--- config.mk ---
export PLATFORM = sky130hd
export DESIGN_NAME = scm_port
export DESIGN_NICKNAME = d
export VERILOG_FILES = /design/src/pkg/scm_pkg.sv /design/src/rtl/scm_buf.sv /design/src/rtl/scm_port.sv
export VERILOG_INCLUDE_DIRS = /design/src /design/src/pkg
export SDC_FILE = /design/constraint.sdc
export NUM_CORES = 1
export LEC_CHECK = 0
export BUFFER_PORTS_ARGS = -buffer_cell sky130_fd_sc_hd__buf_2
export CORE_ASPECT_RATIO = 0.6
export CORE_MARGIN = 1
export CORE_UTILIZATION = 57
export CTS_BUF_LIST = sky130_fd_sc_hd__clkbuf_8
export DETAILED_ROUTE_END_ITERATION = 12
export GPL_TIMING_DRIVEN = 0
export PLACE_DENSITY = 0.83
export SLEW_MARGIN = 40
export SYNTH_ARGS = -nofsm -noshare
export SYNTH_HDL_FRONTEND = slang
export SYNTH_SLANG_ARGS = --single-unit
--- constraint.sdc ---
create_clock -name clock -period 5.15 [get_ports clock]
set_input_delay 1.03 -clock clock [delete_from_list [all_inputs] [get_ports clock]]
set_output_delay 1.03 -clock clock [all_outputs]
set_load 0.02 [all_outputs]
--- src/pkg/scm_params.svh ---
// Constants for the serial configuration memory port
`ifndef SCM_PARAMS_SVH
`define SCM_PARAMS_SVH
`define SCM_WORD_W 8
`define SCM_BITCNT_W 3
`define SCM_BITCNT_LAST 3'h7
`define SCM_BITCNT_ZERO 3'h0
`define SCM_WORD_ZERO 8'h00
`define SCM_BUF_DEPTH 2
`endif

--- src/pkg/scm_pkg.sv ---
// Types for the serial configuration memory port
`default_nettype none
package scm_pkg;
    typedef struct packed {
        logic [7:0] data;
        logic first;
    } scm_word_t;
    typedef enum logic [1:0] {
        SCM_ST_WAKE = 2'b00,
        SCM_ST_IDLE = 2'b01,
        SCM_ST_ACTIVE = 2'b10
    } scm_state_t;
endpackage
`default_nettype wire

--- src/rtl/scm_buf.sv ---
// Two-entry valid/ready buffer for words
`timescale 1ns/1ps
`default_nettype none
module scm_buf #(
    parameter int DEPTH = 2
) (
    // Clock and reset
    input wire logic clock,
    input wire logic rst_b,
    // Fill side
    input wire logic in_valid,
    output logic in_ready,
    input wire scm_pkg::scm_word_t in_word,
    // Drain side
    output logic out_valid,
    input wire logic out_ready,
    output scm_pkg::scm_word_t out_word
);
    import scm_pkg::*;
    scm_word_t mem_r [DEPTH];
    logic [$clog2(DEPTH):0] cnt_r;
    logic [$clog2(DEPTH)-1:0] wp_r;
    logic [$clog2(DEPTH)-1:0] rp_r;
    logic push;
    logic pop;

    // Handshake terms
    assign in_ready = (cnt_r != ($clog2(DEPTH)+1)'(DEPTH));
    assign out_valid = (cnt_r != '0);
    assign push = in_valid && in_ready;
    assign pop = out_valid && out_ready;
    assign out_word = mem_r[rp_r];

    // Storage written by index
    always_ff @(posedge clock) begin
        if (push) begin
            mem_r[wp_r] <= in_word;
        end
    end

    // Pointers and fill count
    always_ff @(posedge clock or negedge rst_b) begin
        if (!rst_b) begin
            wp_r <= '0;
            rp_r <= '0;
            cnt_r <= '0;
        end else begin
            if (push) begin
                wp_r <= wp_r + 1'b1;
            end
            if (pop) begin
                rp_r <= rp_r + 1'b1;
            end
            cnt_r <= cnt_r + {{$clog2(DEPTH){1'b0}}, push} - {{$clog2(DEPTH){1'b0}}, pop};
        end
    end
endmodule
`default_nettype wire

--- src/rtl/scm_port.sv ---
// Serial port of a configuration memory, device side
// Overview of operation
// - Serial output changes only on serial clock falling edges while selected.
// - Serial input is captured on serial clock rising edges and forms the incoming words.
// - With select high the output is released to high impedance.
// - With select low the port shifts in and drives out data.
// - After reset nothing happens until a falling edge on select is seen.
`timescale 1ns/1ps
`default_nettype none
`include "scm_params.svh"
module scm_port (
    // Clock and reset
    input wire logic clock,
    input wire logic rst_b,
    // Serial pins
    input wire logic serial_clk,
    input wire logic select_n,
    input wire logic serial_in,
    output logic serial_out,
    output logic serial_out_en,
    // Received words
    output logic rx_valid,
    input wire logic rx_ready,
    output logic [`SCM_WORD_W-1:0] rx_data,
    output logic rx_first,
    // Words to send and awake flag
    input wire logic [`SCM_WORD_W-1:0] tx_data,
    output logic tx_take,
    output logic awake
);
    import scm_pkg::*;
    logic [1:0] clk_s_r;
    logic [1:0] sel_s_r;
    logic in_s1_r;
    logic in_s2_r;
    logic clk_d_r;
    logic sel_d_r;
    logic rise;
    logic fall;
    logic sel_fall;
    logic selected;
    scm_state_t st_r;
    logic [`SCM_BITCNT_W-1:0] bit_r;
    logic [`SCM_WORD_W-1:0] sh_r;
    logic [`SCM_WORD_W-1:0] tx_sh_r;
    logic first_r;
    logic push;
    scm_word_t push_word;
    scm_word_t pop_word;
    logic pop_valid;
    logic rx_valid_r;
    logic [`SCM_WORD_W-1:0] rx_data_r;
    logic rx_first_r;
    logic serial_out_r;
    logic serial_out_en_r;
    logic tx_take_r;
    logic out_take;

    // Two-stage synchronisers for pins
    always_ff @(posedge clock or negedge rst_b) begin
        if (!rst_b) begin
            clk_s_r <= 2'h0;
            sel_s_r <= 2'h3;
            in_s1_r <= 1'b0;
            in_s2_r <= 1'b0;
        end else begin
            clk_s_r <= {clk_s_r[0], serial_clk};
            sel_s_r <= {sel_s_r[0], select_n};
            in_s1_r <= serial_in;
            in_s2_r <= in_s1_r;
        end
    end

    // Edge history from second stage
    always_ff @(posedge clock or negedge rst_b) begin
        if (!rst_b) begin
            clk_d_r <= 1'b0;
            sel_d_r <= 1'b1;
        end else begin
            clk_d_r <= clk_s_r[1];
            sel_d_r <= sel_s_r[1];
        end
    end

    // Edge detection
    assign rise = clk_s_r[1] && !clk_d_r;
    assign fall = !clk_s_r[1] && clk_d_r;
    assign sel_fall = !sel_s_r[1] && sel_d_r;
    assign selected = (st_r == SCM_ST_ACTIVE) && !sel_s_r[1];

    // Wake and framing state
    always_ff @(posedge clock or negedge rst_b) begin
        if (!rst_b) begin
            st_r <= SCM_ST_WAKE;
        end else begin
            case (st_r)
                SCM_ST_WAKE: begin
                    if (sel_fall) begin
                        st_r <= SCM_ST_ACTIVE;
                    end
                end
                SCM_ST_IDLE: begin
                    if (sel_fall) begin
                        st_r <= SCM_ST_ACTIVE;
                    end
                end
                SCM_ST_ACTIVE: begin
                    if (sel_s_r[1]) begin
                        st_r <= SCM_ST_IDLE;
                    end
                end
                default: begin
                    st_r <= SCM_ST_WAKE;
                end
            endcase
        end
    end

    // Input shifter on rising serial edges
    always_ff @(posedge clock or negedge rst_b) begin
        if (!rst_b) begin
            bit_r <= `SCM_BITCNT_ZERO;
            sh_r <= `SCM_WORD_ZERO;
            first_r <= 1'b1;
        end else if (!selected) begin
            bit_r <= `SCM_BITCNT_ZERO;
            first_r <= 1'b1;
        end else if (rise) begin
            sh_r <= {sh_r[`SCM_WORD_W-2:0], in_s2_r};
            bit_r <= bit_r + 1'b1;
            if (bit_r == `SCM_BITCNT_LAST) begin
                first_r <= 1'b0;
            end
        end
    end

    assign push = selected && rise && (bit_r == `SCM_BITCNT_LAST);
    assign push_word = '{data: {sh_r[`SCM_WORD_W-2:0], in_s2_r}, first: first_r};

    scm_buf #(
        .DEPTH(`SCM_BUF_DEPTH)
    ) u_buf (
        .clock(clock),
        .rst_b(rst_b),
        .in_valid(push),
        .in_ready(),
        .in_word(push_word),
        .out_valid(pop_valid),
        .out_ready(out_take),
        .out_word(pop_word)
    );

    // Output register stage for received words
    assign out_take = pop_valid && (!rx_valid_r || rx_ready);
    always_ff @(posedge clock or negedge rst_b) begin
        if (!rst_b) begin
            rx_valid_r <= 1'b0;
            rx_data_r <= `SCM_WORD_ZERO;
            rx_first_r <= 1'b0;
        end else if (out_take) begin
            rx_valid_r <= 1'b1;
            rx_data_r <= pop_word.data;
            rx_first_r <= pop_word.first;
        end else if (rx_ready) begin
            rx_valid_r <= 1'b0;
        end
    end

    // Output shifter: loads a word at frame start and each word end
    always_ff @(posedge clock or negedge rst_b) begin
        if (!rst_b) begin
            tx_sh_r <= `SCM_WORD_ZERO;
            serial_out_r <= 1'b0;
            serial_out_en_r <= 1'b0;
            tx_take_r <= 1'b0;
        end else begin
            tx_take_r <= 1'b0;
            serial_out_en_r <= selected;
            if (!selected) begin
                tx_sh_r <= tx_data;
            end else if (fall) begin
                serial_out_r <= tx_sh_r[`SCM_WORD_W-1];
                if (bit_r == `SCM_BITCNT_ZERO) begin
                    tx_sh_r <= {tx_data[`SCM_WORD_W-2:0], 1'b0};
                    serial_out_r <= tx_data[`SCM_WORD_W-1];
                    tx_take_r <= 1'b1;
                end else begin
                    tx_sh_r <= {tx_sh_r[`SCM_WORD_W-2:0], 1'b0};
                end
            end
        end
    end

    assign serial_out = serial_out_r;
    assign serial_out_en = serial_out_en_r;
    assign rx_valid = rx_valid_r;
    assign rx_data = rx_data_r;
    assign rx_first = rx_first_r;
    assign tx_take = tx_take_r;

    // Awake flag register
    always_ff @(posedge clock or negedge rst_b) begin
        if (!rst_b) begin
            awake <= 1'b0;
        end else begin
            awake <= (st_r != SCM_ST_WAKE);
        end
    end
endmodule
`default_nettype wire

==> reports/summary.txt <==
sequential element share of the synthesized area = 0.6391
Die H = 55.25 um
CP Depth = 8
worst hold slack = 0.3509 ns
Yosys Warn Count = 0
IO Count = 28
gpl congestion = 0.7974
final std cells w/o fill = 295
reg2reg start = bit_r[2]
Crit path max-delay family = compound AO/OA/AOI/OAI gates
Synth area leaders = dfrtp_1 (40%), edfxtp_1 (20%), mux2_2 (7.5%)
clk root buf = clkbuf_8
Initial Util = 0.6230
RSZ-0062 raised after global routing = no
WHS Path Cells = 0
number of buffers added on ports = 27
fin crit share = 0.4388
Synth cell types = 39
slew margin rel. = 0.5604
CP required = 5.41 ns
Die X = 90.75 um
Clock Path Buffers = 2
mean post-synth cell area = 14.10 um^2
top-area cell type share of the netlist area = 0.3994
overflow left after global routing = 0
via count = 1603
Synth area leader = dfrtp_1
post-place setup slack = 2.548 ns
post-DR vias/cell = 5.434
clk_lat worst skew = 0.33 ns
reg2reg end = u_buf.mem_r[0][3]
Crit Path Class = in -> reg
Cell Area, Synth = 0.002694 mm^2
CP cell instances = buf_2 > inv_1 > a21oi_1 > buf_2 > ha_1 > nand3_1 > a2111o_1 > nand2_1
Worst setup EP type = register
Final Hold Viols = 0
HP Class = reg -> reg
Iteration-0 DRC Markers = 138
Synth Register Bits = 65
Final min period = 2.260 ns
CTS tree = yes
clk slew on worst S/H paths = 0.06 ns
max frequency = 442.5 MHz
net count after synthesis = 209
number of synthesized flops with an enable pin = 18
CTS buffer count = 9
Post-CTS Setup Bufs = 0
FF-to-FF path depth = 4
share of cells above drive strength 1 = 0.3404
GRT Resource Usage Total = 0.2079
detailed-route DRC error count = 0
met3 Use GR = 0.08402
Core Region = 0.004324 mm^2
Slew @ Worst Pin = 0.6540 ns
crit-path max FO = 10
Pleak = 1.454 nW
Buf/Inv on CP = 3
Commonest cells post-synth = dfrtp_1 (43), edfxtp_1 (18), mux2_2 (18)
initial antenna violation count = 0
largest net degree at the start of global routing = 48
drt pass-1 iters = 4
# Max-Cap Violations = 0
Power Dens Cells = 360.9 mW/mm^2
placed wire-length estimate = 3150 um
Synth Instances = 191
Worst VDD drop = 0.2491 mV
Die ar. = 0.005014 mm^2
area delta synth->final = 15.88%
ant diodes = 0
first-pass GRT wire length = 7824 um
Most Frequent Cell on Critical Path = buf_2
Most used DFF post-synth = dfrtp_1
top-count cell post-synth = dfrtp_1
status = complete, no violations
fin area = 0.003122 mm^2
met1 Resource Use GR = 0.2806
Avg WL per Cell = 15.68 um
vias in the first global route = 1650
Setup TNS = 0 ns
crit path DAT = 2.52 ns
Placed Cells = 279
Post-layout nets = 248
Pins Over Slew Limit = 0
Synth async-reset ratio = 0.7231
max incr delay on CP = 0.42 ns
CP startpoint kind = input port
ANT nets after route = 0
Sink Count = 65
grt peak-use layer = met2
post-cts resize count = 0
Worst Hold End = in_s2_r
Routed WL = 4626 um
# setup viols final = 0
Rows = 18
H-tree depth = 3
highest-delay cell along the critical path = a2111o_1
dpl cell area = 0.002918 mm^2
hold buffers post-CTS = 0
final setup margin = 2.890 ns
skew final = 0.01037 ns
R2R Setup Slk = 2.91 ns
met2 Resource Use GR = 0.3160
HP Start = in_s1_r
[area by class of cell]
| class | count | area [um^2] |
|---|---|---|
| Sequential cell | 65 | 1722 |
| Fill cell | 282 | 1202 |
| Multi-Input combinational cell | 109 | 882.1 |
| Timing Repair Buffer | 28 | 142.6 |
| Clock buffer | 9 | 123.9 |
| Clock inverter | 7 | 80.08 |
| Tap cell | 60 | 75.07 |
| Buffer | 9 | 53.80 |
| Inverter | 8 | 42.54 |
[where the power goes]
group / switching, W / internal (W) / total [W]
Combinational: 0.0000576 / 0.0000445 / 0.000102
Clock: 0.000172 / 0.000265 / 0.000437
Sequential: 0.0000223 / 0.000566 / 0.000588
Total: 0.000252 / 0.000875 / 0.00113
[routing by layer]
metal  up-vias  part of all wire  wire length [um]
met1       792              0.46              2140
met4         0            0.0078                36
met5         -                 0                 0
met2        48              0.48              2211
met3         6             0.051               238
li1        757                 -                 -
[cell families (layout without fill, tap and decap cells)]
logic type,count (synthesis),in the layout,share of synthesized area
AOI/OAI and AO/OA,31,31,0.06967
and+or+nand+nor,42,42,0.09847
DFF,65,65,0.6391
buffers and inverters,17,61,0.03576
xor gates and xnor gates,4,4,0.01301
muxes,28,28,0.1254
adders and majority gates,4,4,0.01858
[flip-flops by register name, summed over array words and instances, names as in the netlist]
register / count
u_buf.mem_r: 18
rx_data: 8
tx_sh_r: 8
sh_r: 7
bit_r: 3
clk_s_r: 2
sel_s_r: 2
st_r: 2
u_buf.cnt_r: 2
awake: 1
clk_d_r: 1
first_r: 1
in_s1_r: 1
in_s2_r: 1
rx_first: 1
rx_valid: 1
sel_d_r: 1
serial_out: 1
serial_out_en: 1
tx_take: 1
u_buf.rp_r: 1
u_buf.wp_r: 1
[stage by stage]
stage	utilization	power, W
global placement	0.6716	0.0006929
global route	0.7219	0.001172
floorplan	-	0.0006564
CTS	0.7219	0.001140
detailed placement	0.6748	0.0006992
finish	0.7219	0.001127
[how the worst max path moves through the flow]
stage / startpoint / to / slack [ns]
floorplan: st_r[0] / u_buf.mem_r[0][0] / 2.84
global placement: st_r[0] / u_buf.mem_r[0][5] / 2.32
detailed placement: rx_ready / u_buf.cnt_r[1] / 2.55
CTS: rx_ready / u_buf.cnt_r[1] / 2.88
global route: bit_r[2] / u_buf.mem_r[0][3] / 2.78
finish: rx_ready / u_buf.cnt_r[1] / 2.89
[layout by cell type, fill, tap and decap left out, drive strengths merged, types with 3 or more instances in the layout]
master and count:
a211oi 7, a21oi 3, and3b 7, buf 33, clkbuf 13, clkinv 3, dfrtp 43, dfstp 4
edfxtp 18, ha 4, inv 10, mux2 25, mux2i 3, nand2 13, nand2b 3, nor2 4
nor2b 5, o21ai 16
Power figures use the tool's default switching activity.
